[src/ecl_consts.svh]
`ifndef ECL_CONSTS_SVH
`define ECL_CONSTS_SVH
// ----------------------------------------------------------------
// register map
// ----------------------------------------------------------------
`define ECL_OFF_STATUS 12'h000
`define ECL_OFF_MASK 12'h004
`define ECL_OFF_STATE 12'h008
// ----------------------------------------------------------------
// reset values
// ----------------------------------------------------------------
`define ECL_OE_RST 2'h0
`define ECL_ST_RST 2'h3
`define ECL_RX_RST 1'h0
`define ECL_FAULT_N_RST 1'h0
`define ECL_EVT_RST 5'h00
// reset pin bit idles high so a release shows no false device reset
`define ECL_SYNC_RST 6'h20
`define ECL_WORD_ZERO 32'h00000000
// ----------------------------------------------------------------
// event bit positions (status and mask share them)
// ----------------------------------------------------------------
`define ECL_EVT_OE 0
`define ECL_EVT_ST 1
`define ECL_EVT_RX 2
`define ECL_EVT_FAULT 3
`define ECL_EVT_DEVRST 4
// ----------------------------------------------------------------
// state register fields
// ----------------------------------------------------------------
`define ECL_ST_DRV_LSB 0
`define ECL_ST_BIST_LSB 2
`define ECL_ST_RXPWR 4
`define ECL_ST_FAULT 5
`define ECL_ST_DEVRST 6
// ----------------------------------------------------------------
// synchroniser bit positions
// ----------------------------------------------------------------
`define ECL_SY_EN_LSB 0
`define ECL_SY_OE 2
`define ECL_SY_ST 3
`define ECL_SY_RX 4
`define ECL_SY_RSTN 5
`endif

[src/ecl_pkg.sv]
`default_nettype none
package ecl_pkg;
  typedef logic [1:0] ecl_en_t;
  typedef logic [4:0] ecl_evt_t;
  typedef logic [5:0] ecl_sync_t;
  typedef logic [11:0] ecl_addr_t;
  typedef logic [31:0] ecl_word_t;
endpackage
`default_nettype wire

[src/ecl_strobe_latch.sv]
`timescale 1ns/100ps
`default_nettype none
module ecl_strobe_latch
  import ecl_pkg::*;
#(
  parameter int W = 2,
  parameter logic [W-1:0] RESET_VAL = '0,
  parameter bit CLEAR_CLOSED_ONLY = 1'b0
) (
  input wire logic clk_sys,
  input wire logic reset,
  input wire logic clkEn,
  input wire logic strobe,
  input wire logic [W-1:0] data,
  input wire logic clear,
  output logic [W-1:0] value,
  output logic loaded
);
  logic [W-1:0] value_reg;
  logic [W-1:0] value_next;
  logic strobePrev_reg;
  logic strobePrev_next;

  // ----------------------------------------------------------------
  // latch emulation
  // ----------------------------------------------------------------
  // open latch follows data each cycle; on close the last sample stays
  always_comb begin
    value_next = value_reg;
    strobePrev_next = strobe;
    if (clear && (!CLEAR_CLOSED_ONLY || !strobe)) begin
      value_next = RESET_VAL;
    end else if (strobe) begin
      value_next = data;
    end
  end

  always_ff @(posedge clk_sys or posedge reset) begin
    if (reset) begin
      value_reg <= RESET_VAL;
      strobePrev_reg <= 1'b0;
    end else if (clkEn) begin
      value_reg <= value_next;
      strobePrev_reg <= strobePrev_next;
    end
  end

  assign value = value_reg;
  assign loaded = strobePrev_reg && !strobe;
endmodule // ecl_strobe_latch
`default_nettype wire

[src/ecl_enable_latch_control.sv]
// Overview of operation
// - open output-enable strobe passes shared enables to both driver enables
// - driver enable one switches driver on, zero powers it down
// - output-enable strobe falling holds the last shared enable values
// - device reset clears output-enable latch, both drivers off
// - open self-test strobe passes enables; zero tests, one is normal
// - self-test strobe falling holds the last shared enable values
// - device reset with self-test latch closed disables self-test both ways
// - open receive-power strobe passes enable bit zero to receive power
// - receive-power strobe falling holds enable bit zero
// - device reset with receive-power latch closed disables receiver
// - one shared enable bus feeds all three latches; host sets it first
// - active-low link fault is OR of four receive health conditions
// - active-low device reset sampled on clock edge clears the output-enable latch and any closed latch
//
// Our own choices: the APB slave port and the address map.
`timescale 1ns/100ps
`default_nettype none
`include "ecl_consts.svh"
module ecl_enable_latch_control
  import ecl_pkg::*;
(
  input wire logic clk_sys,
  input wire logic reset,
  input wire logic clkEn,
  input wire logic outputEnableLatchStrobe,
  input wire logic selftestLatchStrobe,
  input wire logic receivePowerLatchStrobe,
  input wire logic [1:0] sharedEnableInputs,
  input wire logic deviceReset_n,
  input wire logic rxFreqFault,
  input wire logic rxAmplitudeLow,
  input wire logic rxDensityLow,
  output logic [1:0] serialDriverPairEn,
  output logic txSelftestNormal,
  output logic rxSelftestNormal,
  output logic rxPowerEnable,
  output logic linkFault_n,
  output logic irq,
  input wire logic psel,
  input wire logic penable,
  input wire logic pwrite,
  input wire logic [11:0] paddr,
  input wire logic [31:0] pwdata,
  output logic [31:0] prdata,
  output logic pready,
  output logic pslverr
);
  // ----------------------------------------------------------------
  // pin synchroniser
  // ----------------------------------------------------------------
  // every host latch pin is asynchronous, so all pass two flops together; receive fault inputs do not
  ecl_sync_t syncA_reg;
  ecl_sync_t syncB_reg;
  ecl_sync_t syncA_next;
  ecl_sync_t syncB_next;

  always_comb begin
    syncA_next = {deviceReset_n, receivePowerLatchStrobe,
                  selftestLatchStrobe, outputEnableLatchStrobe,
                  sharedEnableInputs};
    syncB_next = syncA_reg;
  end

  always_ff @(posedge clk_sys or posedge reset) begin
    if (reset) begin
      syncA_reg <= `ECL_SYNC_RST;
      syncB_reg <= `ECL_SYNC_RST;
    end else if (clkEn) begin
      syncA_reg <= syncA_next;
      syncB_reg <= syncB_next;
    end
  end

  ecl_en_t enS;
  logic oeS;
  logic stS;
  logic rxS;
  logic devRst;
  assign enS = syncB_reg[`ECL_SY_EN_LSB +: 2];
  assign oeS = syncB_reg[`ECL_SY_OE];
  assign stS = syncB_reg[`ECL_SY_ST];
  assign rxS = syncB_reg[`ECL_SY_RX];
  assign devRst = !syncB_reg[`ECL_SY_RSTN];

  // ----------------------------------------------------------------
  // enable latches
  // ----------------------------------------------------------------
  ecl_en_t oeVal;
  ecl_en_t stVal;
  logic rxVal;
  logic oeLoaded;
  logic stLoaded;
  logic rxLoaded;

  ecl_strobe_latch #(
    .W(2),
    .RESET_VAL(`ECL_OE_RST),
    .CLEAR_CLOSED_ONLY(1'b0)
  ) u_oe_latch (
    .clk_sys(clk_sys),
    .reset(reset),
    .clkEn(clkEn),
    .strobe(oeS),
    .data(enS),
    .clear(devRst),
    .value(oeVal),
    .loaded(oeLoaded)
  );

  ecl_strobe_latch #(
    .W(2),
    .RESET_VAL(`ECL_ST_RST),
    .CLEAR_CLOSED_ONLY(1'b1)
  ) u_st_latch (
    .clk_sys(clk_sys),
    .reset(reset),
    .clkEn(clkEn),
    .strobe(stS),
    .data(enS),
    .clear(devRst),
    .value(stVal),
    .loaded(stLoaded)
  );

  ecl_strobe_latch #(
    .W(1),
    .RESET_VAL(`ECL_RX_RST),
    .CLEAR_CLOSED_ONLY(1'b1)
  ) u_rx_latch (
    .clk_sys(clk_sys),
    .reset(reset),
    .clkEn(clkEn),
    .strobe(rxS),
    .data(enS[0]),
    .clear(devRst),
    .value(rxVal),
    .loaded(rxLoaded)
  );

  assign serialDriverPairEn = oeVal;
  assign rxSelftestNormal = stVal[0];
  assign txSelftestNormal = stVal[1];
  assign rxPowerEnable = rxVal;

  // ----------------------------------------------------------------
  // link fault
  // ----------------------------------------------------------------
  // registered so the pin never glitches on condition skew
  logic faultAny;
  logic linkFault_n_reg;
  logic linkFault_n_next;

  always_comb begin
    faultAny = rxFreqFault || rxAmplitudeLow || rxDensityLow || !rxVal;
    linkFault_n_next = !faultAny;
  end

  always_ff @(posedge clk_sys or posedge reset) begin
    if (reset) begin
      linkFault_n_reg <= `ECL_FAULT_N_RST;
    end else if (clkEn) begin
      linkFault_n_reg <= linkFault_n_next;
    end
  end
  assign linkFault_n = linkFault_n_reg;

  // ----------------------------------------------------------------
  // apb slave and interrupt registers
  // ----------------------------------------------------------------
  function automatic logic regHit(input ecl_addr_t a, input ecl_addr_t off);
    regHit = (a == off);
  endfunction

  ecl_evt_t status_reg;
  ecl_evt_t status_next;
  ecl_evt_t mask_reg;
  ecl_evt_t mask_next;
  ecl_word_t prdata_reg;
  ecl_word_t prdata_next;
  logic err_reg;
  logic err_next;
  logic devRstPrev_reg;
  logic devRstPrev_next;
  ecl_evt_t events;
  logic setup;
  logic access;
  logic mapped;

  assign setup = psel && !penable;
  assign access = psel && penable;
  assign mapped = regHit(paddr, `ECL_OFF_STATUS) ||
                  regHit(paddr, `ECL_OFF_MASK) ||
                  regHit(paddr, `ECL_OFF_STATE);

  always_comb begin
    events = `ECL_EVT_RST;
    events[`ECL_EVT_OE] = oeLoaded;
    events[`ECL_EVT_ST] = stLoaded;
    events[`ECL_EVT_RX] = rxLoaded;
    events[`ECL_EVT_FAULT] = linkFault_n_reg && !linkFault_n_next;
    events[`ECL_EVT_DEVRST] = devRst && !devRstPrev_reg;
    devRstPrev_next = devRst;
    prdata_next = prdata_reg;
    err_next = err_reg;
    mask_next = mask_reg;
    status_next = status_reg;
    // read data is sampled in setup; only those bits are cleared later
    if (setup) begin
      err_next = !mapped;
      prdata_next = `ECL_WORD_ZERO;
      if (regHit(paddr, `ECL_OFF_STATUS)) begin
        prdata_next[4:0] = status_reg;
      end else if (regHit(paddr, `ECL_OFF_MASK)) begin
        prdata_next[4:0] = mask_reg;
      end else if (regHit(paddr, `ECL_OFF_STATE)) begin
        prdata_next[`ECL_ST_DRV_LSB +: 2] = oeVal;
        prdata_next[`ECL_ST_BIST_LSB +: 2] = stVal;
        prdata_next[`ECL_ST_RXPWR] = rxVal;
        prdata_next[`ECL_ST_FAULT] = !linkFault_n_reg;
        prdata_next[`ECL_ST_DEVRST] = devRst;
      end
    end
    if (access && pwrite && regHit(paddr, `ECL_OFF_MASK)) begin
      mask_next = pwdata[4:0];
    end
    if (access && !pwrite && regHit(paddr, `ECL_OFF_STATUS)) begin
      status_next = status_reg & ~prdata_reg[4:0];
    end
    // a new event in the clearing cycle survives
    status_next = status_next | events;
  end

  always_ff @(posedge clk_sys or posedge reset) begin
    if (reset) begin
      status_reg <= `ECL_EVT_RST;
      mask_reg <= `ECL_EVT_RST;
      prdata_reg <= `ECL_WORD_ZERO;
      err_reg <= 1'b0;
      devRstPrev_reg <= 1'b0;
    end else if (clkEn) begin
      status_reg <= status_next;
      mask_reg <= mask_next;
      prdata_reg <= prdata_next;
      err_reg <= err_next;
      devRstPrev_reg <= devRstPrev_next;
    end
  end

  // limitation: with clkEn low the bus stalls since pready needs it
  assign pready = access && clkEn;
  assign pslverr = pready && err_reg;
  assign prdata = prdata_reg;
  assign irq = |(status_reg & mask_reg);

  // ----------------------------------------------------------------
  // assertions
  // ----------------------------------------------------------------
  a_oe_follow: assert property (
    @(posedge clk_sys) disable iff (reset)
    (clkEn && oeS && !devRst) |=> serialDriverPairEn == $past(enS))
    else $error("driver enables not following open latch");

  a_oe_hold: assert property (
    @(posedge clk_sys) disable iff (reset)
    (clkEn && !oeS && !devRst) |=> $stable(serialDriverPairEn))
    else $error("closed output latch changed");

  a_oe_reset: assert property (
    @(posedge clk_sys) disable iff (reset)
    (clkEn && devRst) |=> serialDriverPairEn == `ECL_OE_RST)
    else $error("device reset left a driver on");

  a_st_map: assert property (
    @(posedge clk_sys) disable iff (reset)
    (clkEn && stS) |=> {txSelftestNormal, rxSelftestNormal} == $past(enS))
    else $error("self-test enables not following open latch");

  a_st_hold: assert property (
    @(posedge clk_sys) disable iff (reset)
    (clkEn && !stS && !devRst) |=> $stable(stVal))
    else $error("closed self-test latch changed");

  a_st_reset: assert property (
    @(posedge clk_sys) disable iff (reset)
    (clkEn && devRst && !stS) |=> txSelftestNormal && rxSelftestNormal)
    else $error("device reset left self-test on");

  a_rx_follow: assert property (
    @(posedge clk_sys) disable iff (reset)
    (clkEn && rxS) |=> rxPowerEnable == $past(enS[0]))
    else $error("receive power not following bit zero");

  a_rx_hold: assert property (
    @(posedge clk_sys) disable iff (reset)
    (clkEn && !rxS && !devRst) |=> $stable(rxPowerEnable))
    else $error("closed receive power latch changed");

  a_rx_reset: assert property (
    @(posedge clk_sys) disable iff (reset)
    (clkEn && devRst && !rxS) |=> !rxPowerEnable)
    else $error("device reset left receiver powered");

  a_shared_bus: assert property (
    @(posedge clk_sys) disable iff (reset)
    (clkEn && oeS && stS && !devRst) |=> stVal == serialDriverPairEn)
    else $error("latches saw different bus values");

  a_fault_or: assert property (
    @(posedge clk_sys) disable iff (reset)
    clkEn |=> linkFault_n == !($past(rxFreqFault) || $past(rxAmplitudeLow)
      || $past(rxDensityLow) || !$past(rxPowerEnable)))
    else $error("link fault not the OR of its causes");

  a_devrst_pin: assert property (
    @(posedge clk_sys) disable iff (reset)
    (!deviceReset_n && clkEn)[*3] |=> serialDriverPairEn == `ECL_OE_RST)
    else $error("reset pin did not clear drivers in three cycles");

  a_irq_event: assert property (
    @(posedge clk_sys) disable iff (reset)
    (clkEn && |(events & mask_next)) |=> irq)
    else $error("masked-in event did not raise interrupt");
endmodule // ecl_enable_latch_control
`default_nettype wire

[config.mk]
export PLATFORM = sky130hd
export DESIGN_NAME = ecl_enable_latch_control
export DESIGN_NICKNAME = d
export VERILOG_FILES = /design/src/ecl_pkg.sv /design/src/ecl_strobe_latch.sv /design/src/ecl_enable_latch_control.sv
export VERILOG_INCLUDE_DIRS = /design/src
export SDC_FILE = /design/constraint.sdc
export NUM_CORES = 1
export LEC_CHECK = 0
export BUFFER_PORTS_ARGS = -buffer_cell sky130_fd_sc_hd__buf_4
export CORE_AREA = 3 3 81 60
export DETAILED_ROUTE_END_ITERATION = 10
export DIE_AREA = 0 0 84 63
export PLACE_DENSITY = 0.9
export SYNTH_ARGS = -nofsm -noshare
export SYNTH_HDL_FRONTEND = slang
export SYNTH_HIERARCHICAL = 1
export SYNTH_SLANG_ARGS = --single-unit
[constraint.sdc]
create_clock -name clk_sys -period 1.6 [get_ports clk_sys]
set_input_delay 0.16 -clock clk_sys [delete_from_list [all_inputs] [get_ports clk_sys]]
set_output_delay 0.16 -clock clk_sys [all_outputs]
set_load 0.02 [all_outputs]
==> qor.yml <==
reg2reg_slack_ps: 450
yosysTopAreaCellShare: 0.451
grt_antenna_before_repair: 0
clk_path_buf_depth: 2
num_vias: 1569
holdWs_ps: 77.7
critical_path_required_ps: 1780
n_antenna_cell: 0
critPathArrivalTime_ps: 1710
yosysTopAreaCell: "dfrtp_1"
dr.pass1.iters: 4
critPathCaptureType: "flop"
route.detailed.drc: 0
wl_um: 4350
hpwl_um: 3360
syn2layout_area_growth_pct: 24.5
status: "finished, final reports clean"
ys_async_sr_fraction: 1.00
ys_top_cells_by_count: "dfrtp_1, buf_4, nand2_1, mux2_2, a21oi_1"
drt_iter0_markers: 107
dieArea_mm2: 0.00529
cts_tree: "built"
antenna_left: 0
reg2reg_from: "u_rx_latch/value"
wl_per_cell_um: 14.5
clock-sinks: 40
max_cap_viol_count: 0
finalHoldViolCount: 0
setup_viol: 0
fin_crit_sh: 0.951
die_y_um: 63
cts_max_level: 2
ir_drop_mv: 0.689
reg2reg_to: "linkFault_n"
fmax_mhz: 657
avgSynthCellArea_um2: 10.8
largest_reg_flops: 7
ys_warn_count: 6
synthDistinctLibCells: 40
drive_gt1_frac: 0.377
clk_latency_ps: 300
start_kind: "input pin"
final.setup_skew_ps: 8.75
num_rows: 20
gp_congestion: 0.869
start_util: 0.472
cts-resized-gates: 0
slew_headroom: 0.602
viasPerCell: 5.25
syn-cell-area_mm2: 0.00200
die_x_um: 84
synth_area_leaders: "dfrtp_1, mux2_2, buf_4"
portBuffers: 47
worstMarginPinSlew_ps: 595
crit_end: "status_reg[4]"
synth-edff-count: 0
hp-class: "in2reg"
io_pins: 100
crit_path_start: "paddr[10]"
cts_setup_buffers: 0
final_max_slew_viol_count: 0
clk_pin_slew_worst_paths_ps: 80
synth-seq-area-share: 0.504
crit_type: "in2reg"
p_per_area_mw_per_mm2: 972
grt_usage: 0.173
grt_pass1_vias: 1560
post-route-min-period_ps: 1520
finalPower_mw: 2.42
synth.most_common_cell: "dfrtp_1"
ff2ff_path_depth: 2
rsz0062_at_grt: "false"
crit_fanout: 5
synth_ff_type: "dfrtp_1"
nets: 302
root_buffer: "clkbuf_8"
p_leak_nw: 1.17
grt_overflow_total: 0
ys_ff_latch: 40
synth_cells: 184
cts_inserted_buffers: 5
grt_pass1_wl_um: 7370
grt_max_degree: 32
core_area_mm2: 0.00423
[layout by cell type, fill, tap and decap left out, types with 2 or more instances in the layout]
cell type / n
nor2_1: 6
o22a_1: 2
o22ai_1: 5
nand2_1: 19
or4_4: 3
dfrtp_1: 36
dfstp_2: 4
a32o_1: 2
buf_4: 53
clkbuf_8: 6
o21ai_0: 8
conb_1: 25
and2b_1: 2
inv_1: 9
a21oi_1: 11
mux2_2: 18
o21ai_1: 9
clkinvlp_4: 2
[timing repair]
action                                 in CTS  in global routing
setup endpoints to repair                   0                  0
endpoints found under the hold margin      14                  0
hold buffers                                1                  0
[power by group]
part | internal [mW] | leakage [nW] | total [mW] | switching [mW]
sequential | 1.13 | 0.473 | 1.23 | 0.0967
combinational | 0.224 | 0.650 | 0.487 | 0.263
clock | 0.349 | 0.0434 | 0.698 | 0.349
[stage by stage]
step	cell area, um2	setup WS (ps)	cells	setup TNS [ps]	utilization
2_1_floorplan	2090	-14.3	208	-48.3	-
3_3_place_gp	2380	-176	290	-1950	0.562
3_5_place_dp	2380	-221	290	-2380	0.562
4_1_cts	2480	85.7	299	0	0.588
5_1_grt	2480	3.87	299	0	0.588
6_report	2480	78.9	299	0	0.588
[critical path, stage by stage]
cell and delay, ps:
buf_4 110, or4_4 580, or4b_4 610, o21ai_1 170, o21ai_1 80
[how the worst min path moves through the flow]
stage	startpoint	endpoint	depth (start not counted)
CTS	pwdata[2]	mask_reg[2]	2
detailed placement	reset	u_rx_latch/strobePrev_reg	2
global placement	reset	u_rx_latch/value	2
global route	pwdata[2]	mask_reg[2]	2
finish	pwdata[2]	mask_reg[2]	2
floorplan	reset	u_rx_latch/strobePrev_reg	1
[cell families after synthesis]
group | after synthesis | share of synthesized area
AO/OA/AOI/OAI | 43 | 0.130
flip-flops | 40 | 0.504
other | 1 | 0.00188
AND/OR/NAND/NOR | 45 | 0.142
multiplexers | 19 | 0.107
buffers and inverters | 36 | 0.115
[layer usage]
layer  vias up  part of all wire  track usage
li1        724                 -            -
met1       749              0.41        0.215
met2        82              0.49        0.288
met3        14             0.081       0.0501
met4         0             0.022       0.0622
met5         -                 0            0
[cell type report]
type,instances,area (um2)
Clock buffer,6,82.6
Clock inverter,2,15.0
Fill cell,357,1740
Inverter,9,33.8
Multi-Input combinational cell,132,851
Sequential cell,40,1010
Tap cell,55,68.8
Timing Repair Buffer,55,428
Power figures use the tool's default switching activity.
